### src/plc_channel.sv
// Probe latch package and one latch channel.
// Assumes all trigger inputs and the position count are synchronous to
// the system clock; the top module owns the registers and the bus.
`timescale 1ns/1ps
`default_nettype none

package plc_pkg;
    // Register byte offsets on the AXI4-Lite bus
    localparam logic [7:0] OFF_CTRL   = 8'h00;
    localparam logic [7:0] OFF_STATUS = 8'h04;
    localparam logic [7:0] OFF_MASK   = 8'h08;
    localparam logic [7:0] OFF_RES1   = 8'h0c;
    localparam logic [7:0] OFF_RES2   = 8'h10;
    localparam logic [7:0] OFF_ALTSEL = 8'h14;
    localparam logic [7:0] OFF_STATE  = 8'h18;

    // Control word layout, channel one fields; channel two sits one
    // stride higher
    localparam int CTRL_W          = 16;
    localparam int CH_STRIDE       = 8;
    localparam int BIT_ENABLE      = 0;
    localparam int BIT_CONTINUOUS  = 1;
    localparam int BIT_SRC_SEL     = 2;
    localparam int BIT_RISE_EN     = 4;
    localparam int BIT_FALL_EN     = 5;
    localparam logic [15:0] CTRL_RESET = 16'h0000;

    // Status, mask and state layouts
    localparam int NUM_CH          = 2;
    localparam logic [1:0] STATUS_RESET = 2'h0;
    localparam logic [1:0] MASK_RESET   = 2'h0;
    localparam logic [1:0] ALTSEL_RESET = 2'h0;
    localparam int STATE_ARMED_POS = 0;  // Two bits, one per channel
    localparam int STATE_DONE_POS  = 2;
    localparam int STATE_RISE_POS  = 4;

    localparam int POS_WIDTH       = 32;

    // AXI responses
    localparam logic [1:0] RESP_OKAY   = 2'h0;
    localparam logic [1:0] RESP_SLVERR = 2'h2;

    // Settings of one channel
    typedef struct packed {
        logic enable;
        logic continuous;
        logic src_sel;     // 0: external input, 1: internal output
        logic alt_sel;     // With src_sel: 0 zero-phase, 1 step timing
        logic rise_en;
        logic fall_en;
    } plc_chan_cfg_t;

    // What a channel reports back
    typedef struct packed {
        logic armed;
        logic done;
        logic last_rise;   // Last capture came from a rising edge
    } plc_chan_stat_t;

    typedef enum logic [2:0] {
        CH_OFF   = 3'b001,
        CH_ARMED = 3'b010,
        CH_DONE  = 3'b100
    } plc_ch_state_t;
endpackage

module plc_channel
    import plc_pkg::*;
#(
    parameter int POS_W = POS_WIDTH
) (
    input  wire logic              clk,
    input  wire logic              rst,
    input  var  plc_chan_cfg_t     cfg,
    input  wire logic              ext_in,
    input  wire logic              zsg_in,
    input  wire logic              tim_in,
    input  wire logic [POS_W-1:0]  position,
    output logic      [POS_W-1:0]  result,
    output logic                   latched,
    output plc_chan_stat_t         stat
);
    plc_ch_state_t state;
    logic          trig;
    logic          prev_trig;
    logic          prev_valid;
    logic [1:0]    prev_sel;
    logic          rise;
    logic          fall;
    logic          hit;
    logic          last_rise;

    // Source choice uses only this channel's bits
    always_comb begin
        if (cfg.src_sel) begin
            trig = cfg.alt_sel ? tim_in : zsg_in;
        end else begin
            trig = ext_in;
        end
    end

    // Previous sample; a change of source would fake an edge, so edges
    // are ignored for two cycles after the selection moves
    always_ff @(posedge clk) begin
        if (rst) begin
            prev_trig  <= 1'b0;
            prev_valid <= 1'b0;
            prev_sel   <= 2'h0;
        end else begin
            prev_trig  <= trig;
            prev_sel   <= {cfg.src_sel, cfg.alt_sel};
            prev_valid <= (prev_sel == {cfg.src_sel, cfg.alt_sel});
        end
    end

    // Qualified edges; the live compare blinds the first cycle after a
    // selection move, prev_valid the second, so a swap never fakes a hit
    assign rise = trig & ~prev_trig & cfg.rise_en;
    assign fall = ~trig & prev_trig & cfg.fall_en;
    assign hit  = (state == CH_ARMED) && prev_valid
                  && (prev_sel == {cfg.src_sel, cfg.alt_sel})
                  && (rise || fall);

    // Enable, single shot and continuous behaviour
    always_ff @(posedge clk) begin
        if (rst) begin
            state <= CH_OFF;
        end else if (!cfg.enable) begin
            state <= CH_OFF;
        end else begin
            case (state)
                CH_OFF: begin
                    state <= CH_ARMED;
                end
                CH_ARMED: begin
                    if (hit && !cfg.continuous) begin
                        state <= CH_DONE;
                    end
                end
                CH_DONE: begin
                    if (cfg.continuous) begin
                        state <= CH_ARMED;
                    end
                end
                default: begin
                    state <= CH_OFF;
                end
            endcase
        end
    end

    // Capture the count of the same cycle in which the edge is seen
    always_ff @(posedge clk) begin
        if (rst) begin
            result    <= '0;
            latched   <= 1'b0;
            last_rise <= 1'b0;
        end else begin
            latched <= hit;
            if (hit) begin
                result    <= position;
                last_rise <= rise;
            end
        end
    end

    // Report word built in one place so the struct has a single driver
    assign stat = '{armed:     (state == CH_ARMED),
                    done:      (state == CH_DONE),
                    last_rise: last_rise};
endmodule

`default_nettype wire

### src/plc_top.sv
// Probe latch control: two latch channels behind an AXI4-Lite slave.
// Assumes latch and encoder-derived inputs are already synchronous to
// SYS_CLK and that POSITION is a free-running count in the same domain.
`timescale 1ns/1ps
`default_nettype none

module plc_top
    import plc_pkg::*;
#(
    parameter int ADDR_W = 8,
    parameter int POS_W  = POS_WIDTH
) (
    input  wire logic              SYS_CLK,
    input  wire logic              RESET,
    // AXI4-Lite write address
    input  wire logic [ADDR_W-1:0] S_AXI_AWADDR,
    input  wire logic              S_AXI_AWVALID,
    output logic                   S_AXI_AWREADY,
    // AXI4-Lite write data
    input  wire logic [31:0]       S_AXI_WDATA,
    input  wire logic [3:0]        S_AXI_WSTRB,
    input  wire logic              S_AXI_WVALID,
    output logic                   S_AXI_WREADY,
    // AXI4-Lite write response
    output logic [1:0]             S_AXI_BRESP,
    output logic                   S_AXI_BVALID,
    input  wire logic              S_AXI_BREADY,
    // AXI4-Lite read address
    input  wire logic [ADDR_W-1:0] S_AXI_ARADDR,
    input  wire logic              S_AXI_ARVALID,
    output logic                   S_AXI_ARREADY,
    // AXI4-Lite read data
    output logic [31:0]            S_AXI_RDATA,
    output logic [1:0]             S_AXI_RRESP,
    output logic                   S_AXI_RVALID,
    input  wire logic              S_AXI_RREADY,
    // Trigger sources and position count
    input  wire logic              EXTERNAL_LATCH_INPUT_ONE,
    input  wire logic              ZERO_PHASE_SENSING_OUTPUT,
    input  wire logic              STEP_TIMING_OUTPUT,
    input  wire logic [POS_W-1:0]  POSITION,
    // Interrupt, level
    output logic                   IRQ
);
    // Registers
    logic [CTRL_W-1:0]  ctrl;
    logic [NUM_CH-1:0]  status;
    logic [NUM_CH-1:0]  mask;
    logic [NUM_CH-1:0]  altsel;

    // Write channel capture
    logic               aw_have;
    logic [ADDR_W-1:0]  aw_addr;
    logic               w_have;
    logic [31:0]        w_data;
    logic [3:0]         w_strb;
    logic               do_write;

    // Read side
    logic               ar_take;
    logic [31:0]        next_rdata;
    logic [1:0]         next_rresp;
    logic [NUM_CH-1:0]  status_clr;

    // Channel wiring
    plc_chan_cfg_t      cfg     [NUM_CH];
    plc_chan_stat_t     stat    [NUM_CH];
    logic [POS_W-1:0]   result  [NUM_CH];
    logic [NUM_CH-1:0]  latched;

    // Pull one channel's fields out of the control word; each channel
    // reads only its own byte so settings never cross over
    function automatic plc_chan_cfg_t chan_cfg(
        input logic [CTRL_W-1:0] word,
        input int                ch,
        input logic              alt
    );
        plc_chan_cfg_t c;
        int            base;
        base         = ch * CH_STRIDE;
        c.enable     = word[base + BIT_ENABLE];
        c.continuous = word[base + BIT_CONTINUOUS];
        c.src_sel    = word[base + BIT_SRC_SEL];
        c.alt_sel    = alt;
        c.rise_en    = word[base + BIT_RISE_EN];
        c.fall_en    = word[base + BIT_FALL_EN];
        return c;
    endfunction

    // Byte-lane merge for a write
    function automatic logic [31:0] merge_strb(
        input logic [31:0] old,
        input logic [31:0] data,
        input logic [3:0]  strb
    );
        logic [31:0] r;
        r = old;
        for (int i = 0; i < 4; i++) begin
            if (strb[i]) begin
                r[i*8 +: 8] = data[i*8 +: 8];
            end
        end
        return r;
    endfunction

    // Channel settings, one decode per channel
    always_comb begin
        for (int i = 0; i < NUM_CH; i++) begin
            cfg[i] = chan_cfg(ctrl, i, altsel[i]);
        end
    end

    // Two independent latch channels
    plc_channel #(
        .POS_W    (POS_W)
    ) u_ch1 (
        .clk      (SYS_CLK),
        .rst      (RESET),
        .cfg      (cfg[0]),
        .ext_in   (EXTERNAL_LATCH_INPUT_ONE),
        .zsg_in   (ZERO_PHASE_SENSING_OUTPUT),
        .tim_in   (STEP_TIMING_OUTPUT),
        .position (POSITION),
        .result   (result[0]),
        .latched  (latched[0]),
        .stat     (stat[0])
    );

    plc_channel #(
        .POS_W    (POS_W)
    ) u_ch2 (
        .clk      (SYS_CLK),
        .rst      (RESET),
        .cfg      (cfg[1]),
        .ext_in   (EXTERNAL_LATCH_INPUT_ONE),
        .zsg_in   (ZERO_PHASE_SENSING_OUTPUT),
        .tim_in   (STEP_TIMING_OUTPUT),
        .position (POSITION),
        .result   (result[1]),
        .latched  (latched[1]),
        .stat     (stat[1])
    );

    // Write handshakes: each channel is taken on its own, in any order
    assign S_AXI_AWREADY = !aw_have && !S_AXI_BVALID;
    assign S_AXI_WREADY  = !w_have && !S_AXI_BVALID;
    assign do_write      = aw_have && w_have && !S_AXI_BVALID;

    // Hold address and data until both have arrived
    always_ff @(posedge SYS_CLK) begin
        if (RESET) begin
            aw_have <= 1'b0;
            aw_addr <= '0;
            w_have  <= 1'b0;
            w_data  <= 32'h0;
            w_strb  <= 4'h0;
        end else begin
            if (S_AXI_AWVALID && S_AXI_AWREADY) begin
                aw_have <= 1'b1;
                aw_addr <= S_AXI_AWADDR;
            end else if (do_write) begin
                aw_have <= 1'b0;
            end
            if (S_AXI_WVALID && S_AXI_WREADY) begin
                w_have <= 1'b1;
                w_data <= S_AXI_WDATA;
                w_strb <= S_AXI_WSTRB;
            end else if (do_write) begin
                w_have <= 1'b0;
            end
        end
    end

    // Write response; unmapped or read-only targets answer SLVERR
    always_ff @(posedge SYS_CLK) begin
        if (RESET) begin
            S_AXI_BVALID <= 1'b0;
            S_AXI_BRESP  <= RESP_OKAY;
        end else if (do_write) begin
            S_AXI_BVALID <= 1'b1;
            case (aw_addr[7:0])
                OFF_CTRL, OFF_MASK, OFF_ALTSEL: begin
                    S_AXI_BRESP <= RESP_OKAY;
                end
                default: begin
                    S_AXI_BRESP <= RESP_SLVERR;
                end
            endcase
        end else if (S_AXI_BREADY) begin
            S_AXI_BVALID <= 1'b0;
        end
    end

    // Control word; reserved bits are stored as written, since software
    // is expected to keep them zero and the channels never look at them
    always_ff @(posedge SYS_CLK) begin
        if (RESET) begin
            ctrl <= CTRL_RESET;
        end else if (do_write && aw_addr[7:0] == OFF_CTRL) begin
            ctrl <= CTRL_W'(merge_strb({16'h0, ctrl}, w_data,
                                       w_strb));
        end
    end

    // Mask and internal-source choice
    always_ff @(posedge SYS_CLK) begin
        if (RESET) begin
            mask   <= MASK_RESET;
            altsel <= ALTSEL_RESET;
        end else if (do_write && w_strb[0]) begin
            if (aw_addr[7:0] == OFF_MASK) begin
                mask <= w_data[NUM_CH-1:0];
            end
            if (aw_addr[7:0] == OFF_ALTSEL) begin
                altsel <= w_data[NUM_CH-1:0];
            end
        end
    end

    // Read handshake: one read in flight, answer one cycle after taking
    assign S_AXI_ARREADY = !S_AXI_RVALID;
    assign ar_take       = S_AXI_ARVALID && S_AXI_ARREADY;

    // Read data select
    always_comb begin
        next_rdata = 32'h0;
        next_rresp = RESP_OKAY;
        case (S_AXI_ARADDR[7:0])
            OFF_CTRL: begin
                next_rdata[CTRL_W-1:0] = ctrl;
            end
            OFF_STATUS: begin
                next_rdata[NUM_CH-1:0] = status;
            end
            OFF_MASK: begin
                next_rdata[NUM_CH-1:0] = mask;
            end
            OFF_RES1: begin
                next_rdata = 32'(result[0]);
            end
            OFF_RES2: begin
                next_rdata = 32'(result[1]);
            end
            OFF_ALTSEL: begin
                next_rdata[NUM_CH-1:0] = altsel;
            end
            OFF_STATE: begin
                for (int i = 0; i < NUM_CH; i++) begin
                    next_rdata[STATE_ARMED_POS + i] = stat[i].armed;
                    next_rdata[STATE_DONE_POS + i]  = stat[i].done;
                    next_rdata[STATE_RISE_POS + i]  = stat[i].last_rise;
                end
            end
            default: begin
                next_rresp = RESP_SLVERR;
            end
        endcase
    end

    // Read data register, held until the master takes it
    always_ff @(posedge SYS_CLK) begin
        if (RESET) begin
            S_AXI_RVALID <= 1'b0;
            S_AXI_RDATA  <= 32'h0;
            S_AXI_RRESP  <= RESP_OKAY;
        end else if (ar_take) begin
            S_AXI_RVALID <= 1'b1;
            S_AXI_RDATA  <= next_rdata;
            S_AXI_RRESP  <= next_rresp;
        end else if (S_AXI_RREADY) begin
            S_AXI_RVALID <= 1'b0;
        end
    end

    // Reading status clears the bits that were returned
    assign status_clr = (ar_take && S_AXI_ARADDR[7:0] == OFF_STATUS)
                        ? status : '0;

    // Sticky latched flags; a capture in the clearing cycle survives
    always_ff @(posedge SYS_CLK) begin
        if (RESET) begin
            status <= STATUS_RESET;
        end else begin
            status <= (status & ~status_clr) | latched;
        end
    end

    // Level interrupt while any unmasked flag is set
    assign IRQ = |(status & mask);
endmodule

`default_nettype wire

### config.mk
export PLATFORM = sky130hd
export DESIGN_NAME = plc_top
export DESIGN_NICKNAME = d
export VERILOG_FILES = /design/src/plc_channel.sv /design/src/plc_top.sv
export SDC_FILE = /design/constraint.sdc
export NUM_CORES = 1
export LEC_CHECK = 0
export BUFFER_PORTS_ARGS = -buffer_cell sky130_fd_sc_hd__buf_2
export CORE_MARGIN = 1.5
export CORE_UTILIZATION = 32
export DETAILED_ROUTE_END_ITERATION = 7
export PLACE_DENSITY = 0.51
export SLEW_MARGIN = 10
export SYNTH_ARGS = -nofsm -noshare
export SYNTH_HDL_FRONTEND = slang
export SYNTH_SLANG_ARGS = --single-unit
### constraint.sdc
create_clock -name SYS_CLK -period 2.2 [get_ports SYS_CLK]
set_input_delay 0.66 -clock SYS_CLK [delete_from_list [all_inputs] [get_ports SYS_CLK]]
set_output_delay 0.66 -clock SYS_CLK [all_outputs]
set_load 0.02 [all_outputs]
==> impl_summary.txt <==
----------------------------------------------------
[Status]
  Status ... completed

[Place]
  Routability congestion estimate ... between 0.7 and 0.8
  Hpwl dp ... ~13 mm
  Cell Area, Placed ... ~8000 um^2
  Worst slack at placement ... -0.00929 ns
  Count of input and output buffers ... approximately 120

[Timing]
  Setup WS post-layout ... between 0.2 and 0.3 ns
  Setup clock skew after layout ... 0.00844 ns
  Final-report setup violation count ... 0
  Hold Fails Final Rpt ... 0
  Fin. max-slew vios ... 0
  Worst-Margin Slew ... slightly below 0.8 ns
  Headroom to the max-slew limit ... roughly 47%
  Post-route fraction of the period consumed by the critical path ... between 80 and 90%
  Minimum clock period after layout ... approximately 1.9 ns
  RSZ-0062 raised after global routing ... false
  Accumulated negative setup slack ... 0 ns
  Max Clock Freq ... between 0.5 and 0.6 GHz

[Worst setup path]
  Req. time, crit path ... between 2 and 3 ns
  R2r setup slk ... approximately 0.27 ns
  Launching element type of the critical path ... flip-flop
  Critical path capture point type ... flip-flop
  Critical path data arrival time ... about 2.2 ns
  Top fanout value on the critical path ... 8
  Endpoint of the lowest-slack register-to-register path ... ctrl[6]
  Beginning of the worst register-to-register path ... aw_addr[0]
  Register-to-Register Path Depth ... 5
  Origin of the worst setup path ... aw_addr[0]
  Termination of the worst setup path ... ctrl[6]
  Critical path class ... flip-flop to flip-flop

[Floorplanning]
  DIE HEIGHT ... 150 um
  Core footprint ... ~21,000 um^2
  Cell Rows ... 53
  Die area ... approximately 23,000 um^2
  Overall die width ... about 150 um
  I/O Pins ... about 140
  Initial Utilization ... approximately 33%

[Route]
  Antenna viol nets, final ... 0
  Iter 0 DRT Violations ... about 420
  Residual DRC count ... 0
  Post-DR wirelength/cell ... ~15 um
  Total wire length ... around 19 mm
  DR vias/cell ... around 5
  Total vias in the final route ... a little under 6,000
  First-pass DRT Iterations ... 6

[Final layout]
  Leading cell type in the layout, fill and taps excluded ... sky130_fd_sc_hd__nand2_1
  Layout overhead on the synthesized area ... 22.7%
  Layout Nets ... slightly above 1,000
  Finished layout cell area ... ~8500 um^2
  Fraction of layout cells with a size suffix above 1 ... between 20% and 30%
  Commonest cells after routing, fill and taps aside ... 171 x sky130_fd_sc_hd__nand2_1, 168 x sky130_fd_sc_hd__dfxtp_1, 114 x sky130_fd_sc_hd__buf_2

[Clock network]
  Clk slew on worst S/H paths ... around 0.07 ns
  Root Buffer ... sky130_fd_sc_hd__clkbuf_16
  Number of buffers inserted to repair setup after CTS ... 0
  Clock tree from TritonCTS ... built
  Deepest level of the CTS H-tree ... 4
  Sink Count ... ~170
  Clock Tree Buf Depth ... 2
  Number of buffers created by CTS ... 17
  Resized cells post-CTS ... 0
  Clock latency of the later-clocked register in the worst-skew pair ... between 0.4 and 0.5 ns
  Hold-fix buffers, CTS ... 0

[Global route]
  Remaining global-route overflow ... 0
  First-pass GRT wire length ... about 30 mm
  Via count of the first global-routing pass ... approximately 5,400
  Total global routing track utilization ... between 10% and 20%
  Maximum number of pins on one net before global-route repair ... 66
  Number of antenna violations at the first check in global routing ... 1

[Synthesis]
  Largest area contributor in the synthesized netlist ... sky130_fd_sc_hd__dfxtp_1
  Synth top area cells ... sky130_fd_sc_hd__dfxtp_1 49%, sky130_fd_sc_hd__nand2_1 9.3%, sky130_fd_sc_hd__mux2i_1 7.1%, sky130_fd_sc_hd__a21oi_1 6.2%, sky130_fd_sc_hd__nor2_1 4.7%
  Syn Inst Count ... between 800 and 900
  Number of distinct library cells after synthesis ... 58
  Most used flip-flop cell after synthesis ... sky130_fd_sc_hd__dfxtp_1
  Count of warnings emitted by yosys ... 0
  Number of synthesized flops with an enable pin ... 0
  Top cell type's share of synthesized area ... 48.6%
  Number of register bits inferred by synthesis ... around 170
  Proportion of register bits with asynchronous set or reset after synthesis ... 0%
  Mapped cell area ... 6930 um^2
  Sequential area share after synthesis ... between 40% and 50%
  Syn avg cell area ... 8.52 um^2

[Power]
  Cell area power density ... approximately 780 nW/um^2
  Total Power ... about 0.0066 W
  Reported leakage power ... approximately 3.3 nW
  Maximum resistive drop on vdd ... approximately 0.00048 V

[Worst hold path]
  Class of the tightest hold or removal check ... input pin to flip-flop

[Flow run]
  Max-cap violations ... 0

----------------------------------------------------
## logic make-up (layout without fill, tap and decap cells)
| family | after synthesis | in the layout | synth area share (%) |
|---|---|---|---|
| flip-flops | 168 | 168 | 48.6 |
| multiplexers | 57 | 57 | 8.65 |
| XOR/XNOR | 7 | 7 | 0.885 |
| AND/OR/NAND/NOR | 344 | 344 | 22.3 |
| AO/OA/AOI/OAI | 173 | 173 | 14.8 |
| buffers and inverters | 63 | 183 | 4.73 |
| other | 1 | 3 | 0.0541 |
## area by class of cell
class                      instances  area [um^2]
antenna                            1         2.50
clock buffer                      22          474
clock inverter                    10          141
fill                            2186        12700
inverter                           6         22.5
multi-input combinational        583         3260
sequential                       168         3360
tap                              275          344
timing repair buffer             145          891
## cells in the mapped netlist (2+ instances only)
library cell,n
sky130_fd_sc_hd__a211oi_1,3
sky130_fd_sc_hd__a21oi_1,86
sky130_fd_sc_hd__a22oi_1,31
sky130_fd_sc_hd__a2bb2oi_1,2
sky130_fd_sc_hd__a31oi_1,7
sky130_fd_sc_hd__and2_1,5
sky130_fd_sc_hd__and3_1,13
sky130_fd_sc_hd__buf_1,2
sky130_fd_sc_hd__buf_12,3
sky130_fd_sc_hd__buf_2,10
sky130_fd_sc_hd__buf_4,6
sky130_fd_sc_hd__clkbuf_1,35
sky130_fd_sc_hd__dfxtp_1,168
sky130_fd_sc_hd__inv_1,3
sky130_fd_sc_hd__inv_2,3
sky130_fd_sc_hd__mux2_1,4
sky130_fd_sc_hd__mux2_4,2
sky130_fd_sc_hd__mux2i_1,49
sky130_fd_sc_hd__nand2_1,171
sky130_fd_sc_hd__nand2b_1,2
sky130_fd_sc_hd__nand3_1,25
sky130_fd_sc_hd__nand3b_1,4
sky130_fd_sc_hd__nor2_1,86
sky130_fd_sc_hd__nor2b_1,8
sky130_fd_sc_hd__nor3_1,8
sky130_fd_sc_hd__nor3_2,2
sky130_fd_sc_hd__nor3b_1,5
sky130_fd_sc_hd__nor4bb_1,2
sky130_fd_sc_hd__o21ai_0,2
sky130_fd_sc_hd__o21ai_1,23
sky130_fd_sc_hd__o22ai_1,10
sky130_fd_sc_hd__or4_1,2
sky130_fd_sc_hd__xnor2_1,4
sky130_fd_sc_hd__xor2_1,3
## critical path, cell delays in order (launching register included)
cell and delay, ns:
sky130_fd_sc_hd__dfxtp_1 0.31, sky130_fd_sc_hd__or4_1 0.57, sky130_fd_sc_hd__nor3_2 0.29, sky130_fd_sc_hd__nand3_2 0.33, sky130_fd_sc_hd__mux2i_1 0.25, sky130_fd_sc_hd__nor2_1 0.05
## how the worst min path moves through the flow
stage                     cells past startpoint              to          start  slack [ns]
after detailed placement                      2       status[0]  u_ch1.latched        0.43
after global placement                        2       status[0]  u_ch1.latched        0.42
after floorplan                               1  u_ch1.state[0]        ctrl[0]        0.39
after global routing                          2    S_AXI_RVALID   S_AXI_RREADY        0.41
after CTS                                     2    S_AXI_RVALID   S_AXI_RREADY        0.40
final                                         2    S_AXI_RVALID   S_AXI_RREADY        0.42
## stage by stage
step,hold WS [ns],utilization [%],cells
detailed placement,0.427,37.3,1177
CTS,0.403,40.2,1209
global placement,0.422,37.3,1177
global route,0.405,40.2,1210
floorplan,0.391,-,814
finish,0.419,40.2,1210
## power by group
| part | switching, W | total [W] | leakage (nW) | internal, W |
|---|---|---|---|---|
| Sequential | 0.0000307 | 0.00312 | 1.36 | 0.00309 |
| Clock | 0.00123 | 0.00311 | 0.297 | 0.00188 |
| Combinational | 0.000251 | 0.000390 | 1.61 | 0.000139 |
| Total | 0.00151 | 0.00662 | 3.26 | 0.00511 |
## sequential cells by signal (all words and copies together) (netlist names), 2 cells and up
signal          cells
w_data             16
mask                2
u_ch1.result       32
altsel              2
S_AXI_RDATA        32
u_ch2.result       32
u_ch2.prev_sel      2
u_ch1.state         3
u_ch2.state         3
status              2
ctrl               16
aw_addr             8
w_strb              2
u_ch1.prev_sel      2
## per-layer routing
layer	share of wire, %	global-route usage (%)	up-vias
met5	0	0	-
met4	0.70	3.97	0
met3	5.1	3.97	9
met2	44	26.0	132
met1	51	24.3	2734
li1	-	-	3012
Note: power is estimated with default switching activity, not from simulation.
